### src/inc/uprs_pkg.sv
// Constants of the USB packet receive status block
package uprs_pkg;
  // ---------------------------------------------------------------
  // Register map
  // ---------------------------------------------------------------
  localparam int          ADDR_W        = 16;     // Bus address width
  localparam logic [15:0] TOK_RES_ADDR  = 16'hff62; // Token result
  localparam logic [15:0] DAT_RES_ADDR  = 16'hff65; // Data result
  localparam logic [15:0] RX_STAT_ADDR  = 16'hff67; // Receive status
  localparam logic [7:0]  REG_RESET     = 8'h00;  // All registers
  // ---------------------------------------------------------------
  // Field positions
  // ---------------------------------------------------------------
  localparam int ST_TOK   = 0; // Token in progress
  localparam int ST_DAT   = 1; // Data in progress
  localparam int ST_HS    = 2; // Handshake in progress
  localparam int ST_EOP   = 3; // End of packet seen
  localparam int ST_BRST  = 4; // Bus reset seen
  localparam int ST_SE0   = 5; // Single-ended zero seen
  localparam int ST_RSM   = 6; // Resume received
  localparam int ST_RUN   = 7; // USB timer runaway
  localparam int RS_CRC   = 7; // CRC error
  localparam int RS_STF   = 6; // Stuffing error
  localparam int RS_LEN   = 5; // Length error
  localparam int RS_EP1   = 4; // Endpoint one token
  localparam int RS_EP0   = 3; // Endpoint zero token
  localparam int RS_ADR   = 2; // Token address match
  localparam int RS_PID   = 1; // PID match
  localparam int RS_SET   = 0; // SETUP token
  localparam logic [7:0] DAT_RES_MASK = 8'he2; // Implemented data bits
  localparam logic [7:0] SETUP_PID    = 8'h2d; // SETUP token PID
  // ---------------------------------------------------------------
  // Timing
  // ---------------------------------------------------------------
  localparam int CLK_KHZ        = 50000;  // Block clock rate
  localparam int RUNAWAY_NS     = 85300;  // 85.3 us USB clock limit
  // Product exceeds the signed 32-bit int range, so work it out in 64 bits
  localparam int RUNAWAY_CYCLES =
    int'((longint'(RUNAWAY_NS) * CLK_KHZ) / 64'd1000000);
endpackage

### src/verilog/uprs_status.sv
// Receive status and result registers of the USB function
`timescale 1ns/1ps
module uprs_status #(
  parameter int RUNAWAY_CYCLES = uprs_pkg::RUNAWAY_CYCLES // Watchdog
) (
  input  wire logic       clk,          // 50 MHz clock
  input  wire logic       rst,          // Synchronous reset
  // CPU register access
  input  wire logic [uprs_pkg::ADDR_W-1:0] bus_addr, // Address
  input  wire logic       bus_wr,       // Write strobe
  input  wire logic       bus_rd,       // Read strobe
  input  wire logic [7:0] bus_wdata,    // Write data
  output logic      [7:0] bus_rdata,    // Read data, next cycle
  // Receiver events
  input  wire logic       pid_tok,      // Token PID detected
  input  wire logic       pid_dat,      // Data PID detected
  input  wire logic       pid_hs,       // Handshake PID detected
  input  wire logic       eop_det,      // End of packet
  input  wire logic       se0_det,      // Single-ended zero
  input  wire logic       bus_reset_det, // USB reset signal
  input  wire logic       resume_det,   // Resume level
  // Packet checks, valid at end of packet
  input  wire logic       crc5_err,     // Token CRC failed
  input  wire logic       crc16_err,    // Data CRC failed
  input  wire logic       stuff_err,    // Stuffing violation
  input  wire logic       length_err,   // Abnormal length
  input  wire logic [7:0] rx_pid,       // Received PID
  input  wire logic [7:0] rx_addr,      // Received token address
  input  wire logic       rx_ep1,       // Token for endpoint one
  input  wire logic       rx_ep0,       // Token for endpoint zero
  // Compare values from the compare registers
  input  wire logic [7:0] token_pid_compare_value,     // Token PID
  input  wire logic [7:0] token_address_compare_value, // Address
  input  wire logic [7:0] data_pid_compare_value,      // Data PID
  // USB clock supervision
  input  wire logic       usb_clk_run,  // USB clock running
  output logic            usb_clk_force_off, // Stop USB clock
  // SETUP consequences
  output logic            setup_clear   // Clear reservations, mask
);
  import uprs_pkg::*;

  // ---------------------------------------------------------------
  // Address decode
  // ---------------------------------------------------------------
  wire sel_tok = (bus_addr == TOK_RES_ADDR); // Token result
  wire sel_dat = (bus_addr == DAT_RES_ADDR); // Data result
  wire sel_st  = (bus_addr == RX_STAT_ADDR); // Receive status
  wire tok_wr  = bus_wr & sel_tok;           // Token result write
  wire dat_wr  = bus_wr & sel_dat;           // Data result write
  wire st_wr   = bus_wr & sel_st;            // Status write

  // ---------------------------------------------------------------
  // Packet in progress
  // ---------------------------------------------------------------
  logic [2:0] prog_reg;  // Handshake, data, token
  logic [2:0] prog_next; // Next progress bits

  // PID detection sets, end of packet clears; writes ignored
  assign prog_next = eop_det ? 3'h0 :
                     (prog_reg | {pid_hs, pid_dat, pid_tok});

  // Progress bits never see the bus write data
  always_ff @(posedge clk) begin
    if (rst) begin
      prog_reg <= 3'h0;
    end else begin
      prog_reg <= prog_next;
    end
  end

  // ---------------------------------------------------------------
  // Runaway watchdog
  // ---------------------------------------------------------------
  logic run_hit; // Watchdog overrun pulse

  uprs_runaway #(
    .LIMIT     (RUNAWAY_CYCLES)
  ) u_runaway (
    .clk       (clk),
    .rst       (rst),
    .run       (usb_clk_run),
    .expire    (run_hit),
    .force_off (usb_clk_force_off)
  );

  // ---------------------------------------------------------------
  // Bus transition flags
  // ---------------------------------------------------------------
  logic [4:0] ev_set; // Set events, bits 3..7
  logic [4:0] ev_clr; // Software clears
  logic [4:0] ev_q;   // Flag values

  // Reset and resume act alike in idle and suspend
  assign ev_set[0] = eop_det;
  assign ev_set[1] = bus_reset_det;
  assign ev_set[2] = se0_det | bus_reset_det | resume_det;
  assign ev_set[3] = resume_det;
  assign ev_set[4] = run_hit | bus_reset_det | resume_det;

  // Writing zero clears; writing one has no effect
  genvar gi;
  generate
    for (gi = 0; gi < 5; gi++) begin : g_flag
      assign ev_clr[gi] = st_wr & ~bus_wdata[ST_EOP + gi];
      uprs_flag u_flag (
        .clk    (clk),
        .rst    (rst),
        .set_in (ev_set[gi]),
        .clr_in (ev_clr[gi]),
        .q      (ev_q[gi])
      );
    end
  endgenerate

  // Whole status byte for read back
  wire [7:0] rx_status = {ev_q, prog_reg};

  // ---------------------------------------------------------------
  // End of packet classification
  // ---------------------------------------------------------------
  // Token result closes on the token's own end of packet
  wire tok_upd = eop_det & prog_reg[ST_TOK];
  // Data result closes on data or handshake end of packet
  wire dat_upd = eop_det & (prog_reg[ST_DAT] | prog_reg[ST_HS]);

  // ---------------------------------------------------------------
  // Token result
  // ---------------------------------------------------------------
  wire adr_match = (rx_addr[6:0] ==
                    token_address_compare_value[6:0]);
  wire tpid_match = (rx_pid == token_pid_compare_value);
  wire setup_hit  = (rx_pid == SETUP_PID);

  logic [7:0] tok_reg;  // Token result register
  logic [7:0] tok_next; // Next token result
  logic [7:0] tok_new;  // Freshly captured result

  // Captured fields of a finished token
  assign tok_new[RS_CRC] = crc5_err;
  assign tok_new[RS_STF] = stuff_err;
  assign tok_new[RS_LEN] = length_err;
  assign tok_new[RS_EP1] = rx_ep1;
  assign tok_new[RS_EP0] = rx_ep0;
  assign tok_new[RS_ADR] = adr_match;
  assign tok_new[RS_PID] = tpid_match;
  assign tok_new[RS_SET] = setup_hit;

  // Hardware capture wins over a software write
  assign tok_next = tok_upd ? tok_new :
                    tok_wr  ? bus_wdata : tok_reg;

  // Token result storage
  always_ff @(posedge clk) begin
    if (rst) begin
      tok_reg <= REG_RESET;
    end else begin
      tok_reg <= tok_next;
    end
  end

  // ---------------------------------------------------------------
  // SETUP clearing pulse
  // ---------------------------------------------------------------
  logic setup_reg;  // Clear pulse
  logic setup_next; // Next pulse

  // Fires when the SETUP flag goes from zero to one
  assign setup_next = tok_upd & setup_hit & ~tok_reg[RS_SET];
  assign setup_clear = setup_reg;

  // One-cycle pulse, aligned with the flag rising
  always_ff @(posedge clk) begin
    if (rst) begin
      setup_reg <= 1'b0;
    end else begin
      setup_reg <= setup_next;
    end
  end

  // ---------------------------------------------------------------
  // Data and handshake result
  // ---------------------------------------------------------------
  wire dpid_match = (rx_pid == data_pid_compare_value);
  // Handshakes carry no CRC, so only data packets can fail it
  wire dcrc_bad   = crc16_err & prog_reg[ST_DAT];

  logic [7:0] dat_reg;  // Data result register
  logic [7:0] dat_next; // Next data result
  logic [7:0] dat_new;  // Freshly captured result

  // Captured fields; unused bits stay zero
  assign dat_new = {dcrc_bad,
                    stuff_err,
                    length_err,
                    3'h0,
                    dpid_match,
                    1'b0};

  // Hardware capture wins over a software write
  assign dat_next = dat_upd ? dat_new :
                    dat_wr  ? (bus_wdata & DAT_RES_MASK) : dat_reg;

  // Data result storage
  always_ff @(posedge clk) begin
    if (rst) begin
      dat_reg <= REG_RESET;
    end else begin
      dat_reg <= dat_next;
    end
  end

  // ---------------------------------------------------------------
  // Read data
  // ---------------------------------------------------------------
  logic [7:0] rd_next; // Selected register
  logic [7:0] rd_reg;  // Registered read data

  // Unmapped addresses read as zero
  assign rd_next = !bus_rd ? rd_reg :
                   sel_tok ? tok_reg :
                   sel_dat ? dat_reg :
                   sel_st  ? rx_status : 8'h00;
  assign bus_rdata = rd_reg;

  // Read data holds until the next read
  always_ff @(posedge clk) begin
    if (rst) begin
      rd_reg <= 8'h00;
    end else begin
      rd_reg <= rd_next;
    end
  end
endmodule

### src/verilog/uprs_flag.sv
// Sticky event flag, set wins over clear
`timescale 1ns/1ps
module uprs_flag (
  input  wire logic clk,    // Block clock
  input  wire logic rst,    // Synchronous reset
  input  wire logic set_in, // Hardware event
  input  wire logic clr_in, // Software clear
  output logic      q       // Flag value
);
  // ---------------------------------------------------------------
  // Flag register
  // ---------------------------------------------------------------
  logic q_reg;  // Stored flag
  logic q_next; // Next flag

  // Event beats a same-cycle clear
  assign q_next = set_in | (q_reg & ~clr_in);
  assign q      = q_reg;

  // Hold the flag
  always_ff @(posedge clk) begin
    if (rst) begin
      q_reg <= 1'b0;
    end else begin
      q_reg <= q_next;
    end
  end
endmodule

### src/verilog/uprs_runaway.sv
// USB clock runaway watchdog
`timescale 1ns/1ps
module uprs_runaway #(
  parameter int LIMIT = 4265 // Cycles before USB clock is forced off
) (
  input  wire logic clk,       // Block clock
  input  wire logic rst,       // Synchronous reset
  input  wire logic run,       // USB clock running
  output logic      expire,    // One-cycle overrun pulse
  output logic      force_off  // Hold USB clock stopped
);
  // ---------------------------------------------------------------
  // Counter
  // ---------------------------------------------------------------
  localparam int CW = $clog2(LIMIT + 1); // Counter width
  logic [CW-1:0] cnt_reg;   // Running time
  logic [CW-1:0] cnt_next;  // Next count
  logic          off_reg;   // Forced off
  logic          off_next;  // Next forced off
  logic          hit;       // Limit reached

  // Limit reached while clock still runs
  assign hit      = run & ~off_reg & (cnt_reg == CW'(LIMIT - 1));
  // Count only while running; restart whenever clock stops
  assign cnt_next = (!run || off_reg) ? '0 : cnt_reg + CW'(1);
  // Stay off until the USB clock request drops
  assign off_next = hit | (off_reg & run);
  assign expire   = hit;
  assign force_off = off_reg;

  // Counter and stop state
  always_ff @(posedge clk) begin
    if (rst) begin
      cnt_reg <= '0;
      off_reg <= 1'b0;
    end else begin
      cnt_reg <= cnt_next;
      off_reg <= off_next;
    end
  end
endmodule

### config.mk
export PLATFORM = sky130hd
export DESIGN_NAME = uprs_status
export DESIGN_NICKNAME = d
export VERILOG_FILES = /design/src/inc/uprs_pkg.sv /design/src/verilog/uprs_status.sv /design/src/verilog/uprs_flag.sv /design/src/verilog/uprs_runaway.sv
export SDC_FILE = /design/constraint.sdc
export NUM_CORES = 1
export LEC_CHECK = 0
export ABC_AREA = 0
export ABC_CLOCK_PERIOD_IN_PS = 4500
export BUFFER_PORTS_ARGS = -buffer_cell sky130_fd_sc_hd__buf_4
export CAP_MARGIN = 10
export CORE_MARGIN = 3
export CORE_UTILIZATION = 25
export CTS_CLUSTER_DIAMETER = 80
export DETAILED_ROUTE_END_ITERATION = 10
export PLACE_DENSITY = 0.49
export SLEW_MARGIN = 10
export SYNTH_ARGS = -nofsm -noshare
export SYNTH_HDL_FRONTEND = slang
export SYNTH_HIERARCHICAL = 1
export SYNTH_SLANG_ARGS = --single-unit
### constraint.sdc
create_clock -name clk -period 4.5 [get_ports clk]
set_input_delay 0.675 -clock clk [delete_from_list [all_inputs] [get_ports clk]]
set_output_delay 0.675 -clock clk [all_outputs]
set_load 0.01 [all_outputs]
### Yosys cells after proc, flatten, opt, wreduce, memory -nomap -nowiden

Cells that the tools add are included.
Widths: inputs -> output; s select.

| storage, ports and cells | value |
|---|---|
| output and inout bits | 10 |
| logic and storage cells | 79 |
| bits in registers | 43 |

| cells by class | value |
|---|---|
| bitwise operators | 45 |
| mux-type cells | 7 |
| $add $sub $neg | 1 |
| eq/ne operators | 8 |
| reductions and logical operators | 6 |

Operator list:

| operator | number |
|---|---|
| $mux 8 | 7 |
| $eq 16x16->1 const B | 3 |
| $and 1x1->1 | 21 |
| $eq 8x8->1 | 2 |
| $add 13x1->13 const B | 1 |
| $eq 13x13->1 const B | 1 |
| $not 1->1 | 12 |
| $or 1x1->1 | 11 |
| $eq 8x6->1 const B | 1 |
| $eq 7x7->1 | 1 |
| $reduce_bool 2->1 | 2 |
| $reduce_or 2->1 | 2 |
| $or 3x3->3 | 1 |
| $logic_not 1->1 | 1 |
| $logic_or 1x1->1 | 1 |

### Depth between registers and ports, before layout

| logic depth | value |
|---|---|
| depth in word-level cells | 6 |
| gate-level depth with buffers | 8 |
| gate-level depth less buffers | 8 |

### Hierarchy

Netlist, hierarchy kept.

Modules (own cells, without submodules):

| module | instances | cells an instance | area each (um^2) |
|---|---|---|---|
| uprs_status | 1 | 184 | 1,534.0 |
| uprs_runaway | 1 | 73 | 650.6 |
| uprs_flag | 5 | 4 | 38.8 |

### Least setup slack after synthesis

Ideal clock, no wire load.

| path | value |
|---|---|
| path kind | input to register |
| start | in bus_addr[0] in the netlist's numbering |
| end | reg tok_reg[7] |
| arrival time | 2.213 ns |
| stages on the path | 4 |
| library setup time | 0.122 ns |
| path slack | 2.165 ns |
| data required time | 4.378 ns |
| cells stage by stage | or4b_4 > or4_4 > or4_1 > o311a_1 |

| between the ends | value |
|---|---|
| longest elaborated chain between the ends | 3 |

RTL lines:

| element | RTL line | RTL |
|---|---|---|
| start: declaration | uprs_status.sv:9 | `input wire logic [uprs_pkg::ADDR_W-1:0] bus_addr,` |
| $eq 16x16->1 | uprs_status.sv:46 | `wire sel_tok = (bus_addr == TOK_RES_ADDR);` |
| $and 1x1->1 | uprs_status.sv:49 | `wire tok_wr = bus_wr & sel_tok;` |
| $reduce_bool 2->1 (no source line) | n/a |  |
| end signal: assignment | uprs_status.sv:158 | `tok_reg <= tok_next;` |
| end: declaration | uprs_status.sv:135 | `logic [7:0] tok_reg;` |

No other way between the ends.
A chain may end at the register's enable or synchronous reset.

### Final worst setup path

| path | value |
|---|---|
| start | in bus_addr[7] in the netlist's numbering |
| end | reg dat_reg[1] |

| between the ends | value |
|---|---|
| longest elaborated chain between the ends | 3 |

RTL lines:

| element | RTL line | RTL |
|---|---|---|
| $eq 16x16->1 | uprs_status.sv:47 | `wire sel_dat = (bus_addr == DAT_RES_ADDR);` |
| $and 1x1->1 | uprs_status.sv:50 | `wire dat_wr = bus_wr & sel_dat;` |
| $reduce_bool 2->1 (no source line) | n/a |  |
| end signal: assignment | uprs_status.sv:209 | `dat_reg <= dat_next;` |
| end: declaration | uprs_status.sv:188 | `logic [7:0] dat_reg;` |

No other way between the ends.

==> impl_results.md <==
- Status: finished clean
- Worst slew margin: 29.1%
- Hold Buf Count CTS: 0
- Fmax: 0.411 GHz
- # resized after CTS: 0
- Grt ovf: 0
- Synth top area cells: dfxtp_1 (36%), xor2_1 (6.6%), nor2_1 (5.4%), or4_1 (3.5%), o21ai_0 (3.2%)
- CP Launch Type: input pin
- Synth Register Bits: 43
- Final Setup Violations: 0
- IO Pins: 92
- Post-synth EDFFs: 0
- CTS tree: done
- Setup TNS: 0 ns
- Fin crit period: roughly 2.4 ns
- Setup Crit Path Kind: in2reg
- Initial Util: 26.5%
- Critical path's largest stage delay: roughly 0.96 ns
- Chip Height: 104 um
- Clk buf depth: 2
- Max-cap viol count: 0
- Synth cell count leaders: dfxtp_1 (43), nor2_1 (34), xor2_1 (18), o21ai_0 (15), nand2_1 (14)
- Critical path's slowest cell: nor4_1
- Top Metal Used: met4
- HP Start: tok_reg[0]
- R2R Path Start: prog_reg[1]
- Drt wl/cell: 14.9 um
- Crit-path leading delay family: simple AND/OR/NAND/NOR gates
- Initial DRT Pass Iterations: 4
- RSZ-0062 raised after global routing: no
- WL met2: 3300 um
- Synth warnings: 6
- Clock Skew: 0.00752 ns
- GPL Wtd Cong: 0.772
- Initial antenna violation count: 0
- Slew Limit Fails: 0
- Met1 wire length: 3510 um
- Post-Syn Area per Cell: approximately 8.6 um^2
- Leak: 1.32 nW
- Worst-skew pair later-pin latency: 0.29 ns
- Max reg flops: 13
- Via density: 4.78
- Worst Max-Slew Pin Slew: 1.05 ns
- Cell Chain, Critical Path: buf_4 > nand4bb_1 > nor4_1 > nand2_1 > a311o_1
- Worst EP arrival: 2.62 ns
- Core ar.: 8980 um^2
- Leading area contributor after synthesis: dfxtp_1
- Hold Crit Class: reg2reg
- Number of clock sinks: 43
- H-tree levels: 2
- CP Max Fanout: 7
- Fillers: between 900 and 1k
- Post-CTS repair timing setup buffer count: 0
- Met3 wire len: 427 um
- Endpoint type of the worst setup path: flop
- Die Wd: 104 um
- Nets: 450
- P&R area growth vs syn: 38.9%
- Final ANT Viol Nets: 0
- Primary FF master, synth: dfxtp_1
- Share of post-route cells with drive strength above 1: 30.8%
- Via Count: 2359
- Full die area: 10700 um^2
- Port bufs: 89
- Most frequent cell after synthesis: dfxtp_1
- Synth top area share: 36.2%
- R2R setup slack: 2.62 ns
- Ys async rst share: 0%
- FF-to-FF End: dat_reg[1]
- Root Buffer: clkbuf_8
- HPWL Detailed: around 5800 um
- # DRC: 0
- N_diodes: 0
- Hold path depth: 1
- Final Hold Viols: 0
- GRT Overall Usage: 13.4%
- Pwr Total: 0.884 mW
- Placement Rows: 34
- Part of the Yosys area used for sequential elements: 36.2%
- Period utilization: roughly 54%
- Syn Nets: 361
- Worst path bufs/invs: 1
- Pwr/cell area: 268 nW/um^2
- Synth unique cells: 50
- End of the worst hold path: setup_clear
- Mapped Area: approximately 2400 um^2
- Reg2reg path depth: 4
- First-pass GRT wire length: 11800 um
- Vias in the first global route: 2288
- Largest net degree at the start of global routing: 31
- Post-Route WL: 7320 um
- Inserted Clock Buffers: 5
- Clk slew on worst S/H paths: 0.08 ns
- Mapped Cells: 277
- Peak VDD IR: around 0.00011 V
- Worst EP required: ~4.7 ns
- DR iter-0 viols: 58
[metal layers]
layer / vias up / global-route usage (%)
li1: 1216 / -
met1: 1071 / 19.4
met2: 66 / 20.4
met3: 6 / 2.67
met4: 0 / 3.61
met5: - / 0
[cell type report]
| type | count | area, um^2 | share of cell area (%) |
|---|---|---|---|
| Timing Repair Buffer | 89 | 668 | 20.2 |
| Tap cell | 126 | 158 | 4.77 |
| Sequential cell | 43 | 861 | 26.1 |
| Clock buffer | 6 | 72.6 | 2.20 |
| Multi-Input combinational cell | 217 | 1450 | 43.8 |
| Inverter | 10 | 37.5 | 1.14 |
| Clock inverter | 2 | 60.1 | 1.82 |
[placed cells by master, fill, tap and decap left out, types with 7 or more instances in the layout]
cell type  synthesis  routed
o21ai_0           15      15
buf_4              0      89
xnor2_1            8       8
or4_1             11      11
a21oi_1           11      11
dfxtp_1           43      43
xor2_1            18      18
nor2_1            34      34
nand2_1           14      14
nor4_1             9       9
a211oi_1           7       7
nand3_1            7       7
inv_1             10      10
[worst max-delay path by stage]
stage / endpoint / start / slack (ns) / cells past startpoint
6_report: dat_reg[1] / bus_addr[7] / 2.07 / 5
3_5_place_dp: dat_reg[1] / bus_addr[7] / 1.73 / 5
4_1_cts: dat_reg[1] / bus_addr[7] / 2.05 / 5
5_1_grt: dat_reg[1] / bus_addr[7] / 1.82 / 5
2_1_floorplan: tok_reg[7] / bus_addr[0] / 2.17 / 4
3_3_place_gp: dat_reg[1] / bus_addr[7] / 1.81 / 5
[cell families (layout without fill, tap and decap cells)]
logic type	after synthesis	count (layout)	share of synthesized area, %
simple gates	125	125	31.5
compound gates	64	64	18.7
flops	43	43	36.2
xor+xnor	26	26	9.57
buf+inv	17	107	3.00
fa+ha+maj	2	2	1.05
[stage by stage]
| stage | hold slack [ns] | worst slack [ns] | instances | util (%) | cell area [um^2] |
|---|---|---|---|---|---|
| floorplan | 0.422 | 2.17 | 277 | - | 2380 |
| global placement | 0.440 | 1.81 | 485 | 35.3 | 3170 |
| detailed placement | 0.441 | 1.73 | 485 | 35.3 | 3170 |
| CTS | 0.455 | 2.05 | 493 | 36.8 | 3300 |
| global route | 0.471 | 1.82 | 493 | 36.8 | 3300 |
| finish | 0.453 | 2.07 | 493 | 36.8 | 3300 |
[where the power goes]
group | switching (mW) | internal, mW | leakage (nW)
combinational | 0.0576 | 0.0736 | 0.908
sequential | 0.00731 | 0.392 | 0.351
clock | 0.132 | 0.222 | 0.0654
total | 0.197 | 0.687 | 1.32
[worst reg2reg max path, stage by stage, from the launching register on]
cell     delay [ns]
dfxtp_1        0.45
o21ai_1        0.30
or4_1          0.59
nor4_1         0.32
a311o_1        0.17
Note: power is estimated with default switching activity, not from simulation.
